$ cat config.mk
export PLATFORM = sky130hd
export DESIGN_NAME = quad_dac_channel_calibration
export DESIGN_NICKNAME = d
export VERILOG_FILES = /design/src/rtl/cal_datapath.v /design/src/rtl/quad_dac_channel_calibration.v
export VERILOG_INCLUDE_DIRS = /design/src /design/src/rtl
export SDC_FILE = /design/constraint.sdc
export NUM_CORES = 2
export LEC_CHECK = 0
export ABC_AREA = 1
export ABC_CLOCK_PERIOD_IN_PS = 14200
export BUFFER_PORTS_ARGS = -buffer_cell sky130_fd_sc_hd__buf_2
export CORE_MARGIN = 3
export CORE_UTILIZATION = 50
export DETAILED_ROUTE_END_ITERATION = 8
export GPL_TIMING_DRIVEN = 0
export PLACE_DENSITY = 0.66
export SKIP_LAST_GASP = 1
export SYNTH_ARGS = -nofsm -noshare
export SYNTH_HDL_FRONTEND = slang
export SYNTH_SLANG_ARGS = --single-unit
$ cat constraint.sdc
create_clock -name core_clk -period 14.2 [get_ports core_clk]
set_input_delay 1.42 -clock core_clk [delete_from_list [all_inputs] [get_ports core_clk]]
set_output_delay 1.42 -clock core_clk [all_outputs]
set_load 0.05 [all_outputs]
$ cat src/rtl/cal_map.vh
// constants for the quad channel calibration block
`ifndef CAL_MAP_VH
`define CAL_MAP_VH

// ****************************************
// widths
// ****************************************
`define CODE_W        16
`define GAIN_W        8
`define ZERO_W        9
`define OUT_W         19
`define SUM_W         21
`define PROD_W        29
`define NUM_CH        4

// ****************************************
// serial frame layout
// ****************************************
`define FRAME_BITS    5'h18
`define CNT_W         5
`define CNT_MAX       5'h1F
`define SEL_MSB       23
`define SEL_LSB       20
`define DATA_MSB      15
`define SHIFT_W       24
`define TGT_MSB       3
`define TGT_LSB       2
`define CH_MSB        1
`define GRP_SIZE      2

// ****************************************
// target selector codes (upper nibble of frame)
// ****************************************
`define SEL_GAIN      2'h0
`define SEL_ZERO      2'h1
`define SEL_INPUT     2'h2

// ****************************************
// reset values and scaling
// ****************************************
`define GAIN_RST      8'h00
`define ZERO_RST      9'h000
`define CODE_RST      16'h0000
`define OUT_RST       19'h00000
`define SHIFT_RST     24'h000000
`define CNT_RST       5'h00
`define CNT_STEP      5'h01
`define SYNC_RST      5'h03
`define OUT_UNI_MAX   19'h7FFFF
`define OUT_BIP_MAX   19'h3FFFF
`define OUT_BIP_MIN   19'h40000
`define FRAC_BITS     3
`define UNI_SHIFT     16
`define BIP_SHIFT     17
`define UNI_MAX       22'h07FFFF
`define BIP_MAX       22'h03FFFF
`define BIP_MIN       22'h3C0000

`endif

$ cat src/rtl/cal_datapath.v
// per-channel gain and zero correction arithmetic
`include "cal_map.vh"

module cal_datapath (
   code,
   gain,
   zero,
   bipolar,
   result
);
   input  wire [`CODE_W-1:0] code;
   input  wire [`GAIN_W-1:0] gain;
   input  wire [`ZERO_W-1:0] zero;
   input  wire               bipolar;
   output reg  [`OUT_W-1:0]  result;

   wire signed [`SUM_W-1:0]  code_ext;
   wire signed [`SUM_W-1:0]  zero_ext;
   wire signed [`SUM_W-1:0]  sum8;
   wire signed [`PROD_W-1:0] prod;
   wire signed [`PROD_W-1:0] prod_sh;
   wire signed [`SUM_W:0]    corr;

   // input code in eighths of an lsb, sign by group mode
   assign code_ext = bipolar ? {{2{code[`CODE_W-1]}}, code, {`FRAC_BITS{1'b0}}}
                             : {2'b00, code, {`FRAC_BITS{1'b0}}};
   assign zero_ext = {{(`SUM_W-`ZERO_W){zero[`ZERO_W-1]}}, zero};
   assign sum8     = code_ext + zero_ext;
   // operands widened to product width, sign kept
   assign prod     = $signed({{(`PROD_W-`SUM_W){sum8[`SUM_W-1]}}, sum8})
                   * $signed({{(`PROD_W-`GAIN_W){gain[`GAIN_W-1]}}, gain});
   // gain fraction halved in bipolar mode
   assign prod_sh  = bipolar ? (prod >>> `BIP_SHIFT) : (prod >>> `UNI_SHIFT);
   assign corr     = {sum8[`SUM_W-1], sum8} + prod_sh[`SUM_W:0];

   // saturate to the mode's code range
   always @* begin
      if (bipolar) begin
         if (corr > $signed(`BIP_MAX))
            result = `OUT_BIP_MAX;
         else if (corr < $signed(`BIP_MIN))
            result = `OUT_BIP_MIN;
         else
            result = corr[`OUT_W-1:0];
      end else begin
         if (corr[`SUM_W])
            result = `OUT_RST;
         else if (corr > $signed(`UNI_MAX))
            result = `OUT_UNI_MAX;
         else
            result = corr[`OUT_W-1:0];
      end
   end
endmodule

$ cat src/rtl/quad_dac_channel_calibration.v
// serial write port, trim storage and corrected codes for four channels
`include "cal_map.vh"

module quad_dac_channel_calibration (
   core_clk,
   nrst,
   sclk,
   cs_n,
   sdi,
   group_one_polarity_select,
   group_two_polarity_select,
   cal_code,
   frame_done
);
   input  wire                       core_clk;
   input  wire                       nrst;
   input  wire                       sclk;
   input  wire                       cs_n;
   input  wire                       sdi;
   input  wire                       group_one_polarity_select;
   input  wire                       group_two_polarity_select;
   output wire [`NUM_CH*`OUT_W-1:0]  cal_code;
   output reg                        frame_done;

   // ****************************************
   // pin synchronisers
   // ****************************************
   reg  [4:0]            sync1_reg;
   reg  [4:0]            sync2_reg;
   reg                   sclk_prev_reg;
   reg                   cs_prev_reg;
   wire                  sclk_s;
   wire                  cs_s;
   wire                  sdi_s;
   wire                  pol_one_s;
   wire                  pol_two_s;

   // two stages on every pin
   always @(posedge core_clk or negedge nrst) begin
      if (!nrst) begin
         sync1_reg <= `SYNC_RST;
         sync2_reg <= `SYNC_RST;
      end else begin
         sync1_reg <= {group_two_polarity_select, group_one_polarity_select,
                       sdi, cs_n, sclk};
         sync2_reg <= sync1_reg;
      end
   end

   // edge history, reset to the idle high levels
   always @(posedge core_clk or negedge nrst) begin
      if (!nrst) begin
         sclk_prev_reg <= 1'b1;
         cs_prev_reg   <= 1'b1;
      end else begin
         sclk_prev_reg <= sclk_s;
         cs_prev_reg   <= cs_s;
      end
   end

   assign sclk_s    = sync2_reg[0];
   assign cs_s      = sync2_reg[1];
   assign sdi_s     = sync2_reg[2];
   assign pol_one_s = sync2_reg[3];
   assign pol_two_s = sync2_reg[4];

   // ****************************************
   // serial frame receiver
   // ****************************************
   // frame shift register and bit count
   reg  [`SHIFT_W-1:0]   shift_reg;
   reg  [`CNT_W-1:0]     count_reg;
   wire [`CNT_W-1:0]     count_next;
   wire                  sclk_fall;
   wire                  cs_rise;
   wire                  commit;

   // data taken on falling sclk edges inside a frame
   assign sclk_fall = sclk_prev_reg & ~sclk_s & ~cs_s;
   assign cs_rise   = cs_s & ~cs_prev_reg;
   // word only counts with exactly the full number of bits
   assign commit    = cs_rise & (count_reg == `FRAME_BITS);

   // count saturates so long frames stay rejected
   assign count_next = (count_reg == `CNT_MAX) ? count_reg : count_reg + `CNT_STEP;

   // shift in bits msb first, select high clears the count
   always @(posedge core_clk or negedge nrst) begin
      if (!nrst) begin
         shift_reg <= `SHIFT_RST;
         count_reg <= `CNT_RST;
      end else if (cs_s) begin
         count_reg <= `CNT_RST;
      end else if (sclk_fall) begin
         shift_reg <= {shift_reg[`SHIFT_W-2:0], sdi_s};
         count_reg <= count_next;
      end
   end

   // ****************************************
   // frame decode
   // ****************************************
   // decoded fields and write strobes
   wire [3:0]            sel;
   wire [1:0]            target;
   wire [1:0]            ch_idx;
   wire                  wr_gain;
   wire                  wr_zero;
   wire                  wr_code;
   wire                  accept;

   // upper nibble picks target and channel
   assign sel     = shift_reg[`SEL_MSB:`SEL_LSB];
   assign target  = sel[`TGT_MSB:`TGT_LSB];
   assign ch_idx  = sel[`CH_MSB:0];

   // one strobe per target, unused target code drops the frame
   assign wr_gain = commit & (target == `SEL_GAIN);
   assign wr_zero = commit & (target == `SEL_ZERO);
   assign wr_code = commit & (target == `SEL_INPUT);
   assign accept  = wr_gain | wr_zero | wr_code;

   // one-cycle pulse for each accepted frame
   always @(posedge core_clk or negedge nrst) begin
      if (!nrst)
         frame_done <= 1'b0;
      else
         frame_done <= accept;
   end

   // ****************************************
   // group polarity
   // ****************************************
   wire                  bip_one;
   wire                  bip_two;

   // low pin puts channels zero and one in bipolar mode
   assign bip_one = ~pol_one_s;

   // low pin puts channels two and three in bipolar mode
   assign bip_two = ~pol_two_s;

   // ****************************************
   // per-channel storage and correction
   // ****************************************
   genvar i;
   generate
      for (i = 0; i < `NUM_CH; i = i + 1) begin : chan
         // trims, input code and registered output of this channel
         reg  [`GAIN_W-1:0] gain_reg;
         reg  [`ZERO_W-1:0] zero_reg;
         reg  [`CODE_W-1:0] code_reg;
         reg  [`OUT_W-1:0]  out_reg;
         wire [`OUT_W-1:0]  corr_next;
         wire               hit;
         wire               bipolar;

         // this channel addressed by the frame
         assign hit = (ch_idx == i);
         assign bipolar = (i < `GRP_SIZE) ? bip_one : bip_two;

         always @(posedge core_clk or negedge nrst) begin
            if (!nrst)
               gain_reg <= `GAIN_RST;
            else if (wr_gain & hit)
               gain_reg <= shift_reg[`GAIN_W-1:0];
         end

         always @(posedge core_clk or negedge nrst) begin
            if (!nrst)
               zero_reg <= `ZERO_RST;
            else if (wr_zero & hit)
               zero_reg <= shift_reg[`ZERO_W-1:0];
         end

         // input code register, cleared by reset
         always @(posedge core_clk or negedge nrst) begin
            if (!nrst)
               code_reg <= `CODE_RST;
            else if (wr_code & hit)
               code_reg <= shift_reg[`DATA_MSB:0];
         end

         cal_datapath u_dp (
            .code    (code_reg),
            .gain    (gain_reg),
            .zero    (zero_reg),
            .bipolar (bipolar),
            .result  (corr_next)
         );

         // registered corrected code to the ladder
         always @(posedge core_clk or negedge nrst) begin
            if (!nrst)
               out_reg <= `OUT_RST;
            else
               out_reg <= corr_next;
         end

         // pack this channel onto the output bus
         assign cal_code[i*`OUT_W +: `OUT_W] = out_reg;
      end
   endgenerate
endmodule

==> run_results.csv <==
group,metric,value,unit
clock_tree,cts-htree-levels,2,
place,hpwl,93100,um
sta,hold_viol_final,0,
job,maxCapViolCount,0,
critical_path,cpMostUsedCell,"nand2_1",
hold_path,hold_path_startpoint,"sync1_reg[1]$_DFF_PN1_",
hold_path,min_path_type,"register to register",
sta,rsz0062_at_grt,"no",
hold_path,hold_depth,0,
clock_tree,clk_latency,580,ps
place,place_area,43200,um^2
clock_tree,cts_resized,0,
floorplan,die_w,294,um
drt,dr.max_layer_used,"met5",
critical_path,cpPeakStageDelay,650,ps
floorplan,dieHeight,294,um
layout,layout-drive-gt1-share,5.39,%
critical_path,cp_num_buf_inv,6,
critical_path,crit_family,"adder cells",
synth,synth_top_cells_by_area,"fa_1 (25%), dfrtp_1 (15%), ha_1 (11%)",
critical_path,r2r_slack,4970,ps
drt,via_count,35800,
synth,synth_commonest_cells,"nand2_1 (1223), inv_1 (1123), nor2_1 (675)",
sta,slew_viol_final,0,
critical_path,end_kind,"register",
clock_tree,cts_buffers,35,
grt,grt_pass1_vias,36200,
drt,wl_per_cell,16.5,um
sta,setup_viol,0,
synth,postSynthCellCount,5582,
layout,final_nets,6606,
sta,slew_headroom,28.8,%
synth,yosysMostFrequentCell,"nand2_1",
clock_tree,cts_tree,"done",
power_and_ir_drop,p_per_area,41.5,nW/um^2
synth,synth_seq_cells,250,
layout,largest_reg_flops,76,
grt,antenna_found_initial,1,
critical_path,r2r-end,"chan[3].out_reg[8]$_DFF_PN0_",
drt,wl_met1,49500,um
power_and_ir_drop,p_leak,25.2,nW
critical_path,startpoint_type,"register",
power_and_ir_drop,peakVddDrop,0.0822,mV
synth,synth_cell_types,53,
layout,post-route-util,54.7,%
floorplan,start_util,50.9,%
critical_path,cp_max_fo,13,
sta,period_needed,9230,ps
grt,grt-ovfl-total,0,
hold_path,hold_path_end,"sync2_reg[1]$_DFF_PN1_",
critical_path,cp-startpoint,"chan[3].zero_reg[8]$_DFFE_PN0P_",
grt,grt_max_degree,107,
sta,setup-tns-final,0,ps
floorplan,core_area,81300,um^2
synth,ys_warn_count,0,
synth,synth_top_cell_by_area,"fa_1",
floorplan,dieArea,86300,um^2
drt,drc,0,
sta,tightest_slew,1070,ps
critical_path,crit_arrival,9670,ps
grt,grt_usage,26.5,%
clock_tree,cts_root_buffer,"clkbuf_16",
clock_tree,clk_pin_slew,60,ps
synth,yosysTopAreaCellShare,25.1,%
synth,dominantRegCellSynth,"dfrtp_1",
synth,avgSynthCellArea,7.42,um^2
drt,dr_wl_met2,53500,um
clock_tree,clockBufferDepth,3,
drt,drt_wl_total,112000,um
clock_tree,hold_buffers,0,
sta,finClkSkew,37.4,ps
clock_tree,clock_sinks,250,
run_status,outcome,"completed",
synth,syn_area,41400,um^2
synth,synth_fp_nets,6484,
critical_path,crit_type,"register to register",
place,place_congestion,0.930,
drt,drtIter0Drc,2343,
drt,viasPerCell,5.28,
drt,drtPass1Iterations,6,
grt,grt_pass1_wl,185000,um
floorplan,ios,84,
clock_tree,cts_setup_buffers,0,
synth,synth_edf_count,0,
floorplan,placementRows,104,
layout,area_growth,7.44,%
synth,async_reset_ff_share,100,%
layout,final_cell_area,44500,um^2
layout,diodes,0,
sta,fmax,0.108,GHz
drt,met3WireLength,5830,um
drt,drtAntennaViolNets,0,
sta,final.period_utilization,65.0,%
critical_path,cp.required,14640,ps
critical_path,r2r_cells,42,
synth,ys_seq_area_share,15.1,%
critical_path,timing.rr.start,"chan[3].zero_reg[8]$_DFFE_PN0P_",
critical_path,slowest_stage,"dfrtp_1",
place,port_buffers,83,
[cells by family after synthesis]
kind of cell | after synthesis | share of synthesized area [%]
simple gates | 2344 | 23.3
buf+inv | 1261 | 11.6
fa+ha+maj | 895 | 36.5
compound gates | 638 | 9.00
flops | 250 | 15.1
xor+xnor | 153 | 3.35
mux | 41 | 1.12
[stage by stage]
step,cells,setup slack (ps),hold slack (ps),power [mW]
after floorplan,5582,6710,331,0.800
after global placement,6725,5170,333,0.872
after detailed placement,6727,5130,335,0.875
after CTS,6790,5040,345,1.86
after global routing,6790,4380,351,1.90
final,6790,4970,339,1.84
[layout make-up]
cell class	count	area, um^2
Tap cell	1060	1330
Clock buffer	42	963
Buffer	118	510
Inverter	1143	4290
Timing Repair Buffer	85	480
Multi-Input combinational cell	4071	30300
Clock inverter	21	310
Fill cell	7856	36900
Sequential cell	250	6260
[report_power, final]
group          internal, mW  switching (mW)  leakage [nW]
Sequential            0.731          0.0295          3.41
Clock                 0.602           0.381         0.621
Combinational        0.0154          0.0855          21.2
Total                  1.35           0.496          25.2
[layout by cell type (no fill, tap or decap), drive strengths merged, types with 2 or more instances in the layout]
master    netlist  final
a211oi          5      5
a21boi         13     13
a21o           34     34
a21oi         252    252
a221oi          6      6
a31o            5      5
a31oi          15     15
and2            4      4
and3            5      5
buf            20    105
bufinv          0      6
clkbuf         98    140
clkinv         10     17
clkinvlp        0      2
dfrtp         244    244
dfstp           6      6
fa            520    520
ha            375    375
inv          1133   1139
mux2           41     41
nand2        1239   1239
nand3         242    242
nand3b         29     29
nand4          53     53
nor2          685    685
nor3           36     36
nor4           15     15
o211ai         16     16
o21a           50     50
o21ai         195    195
o21bai         42     42
o31ai           4      4
or2            35     35
xnor2          56     56
xor2           97     97
[worst max-delay path by stage]
stage | end | slack [ps] | cells after the start
floorplan | chan[0].out_reg[10]$_DFF_PN0_ | 6710 | 40
global placement | chan[3].out_reg[8]$_DFF_PN0_ | 5170 | 42
detailed placement | chan[3].out_reg[8]$_DFF_PN0_ | 5130 | 42
CTS | chan[3].out_reg[15]$_DFF_PN0_ | 5040 | 42
global route | chan[3].out_reg[8]$_DFF_PN0_ | 4380 | 42
finish | chan[3].out_reg[8]$_DFF_PN0_ | 4970 | 42
[routing by layer]
layer / track usage [%] / up-vias
li1: - / 17500
met1: 35.3 / 17300
met2: 45.8 / 869
met3: 3.26 / 179
met4: 7.34 / 2
met5: 0.443 / -
No activity file was read; power rests on OpenSTA's default activity.
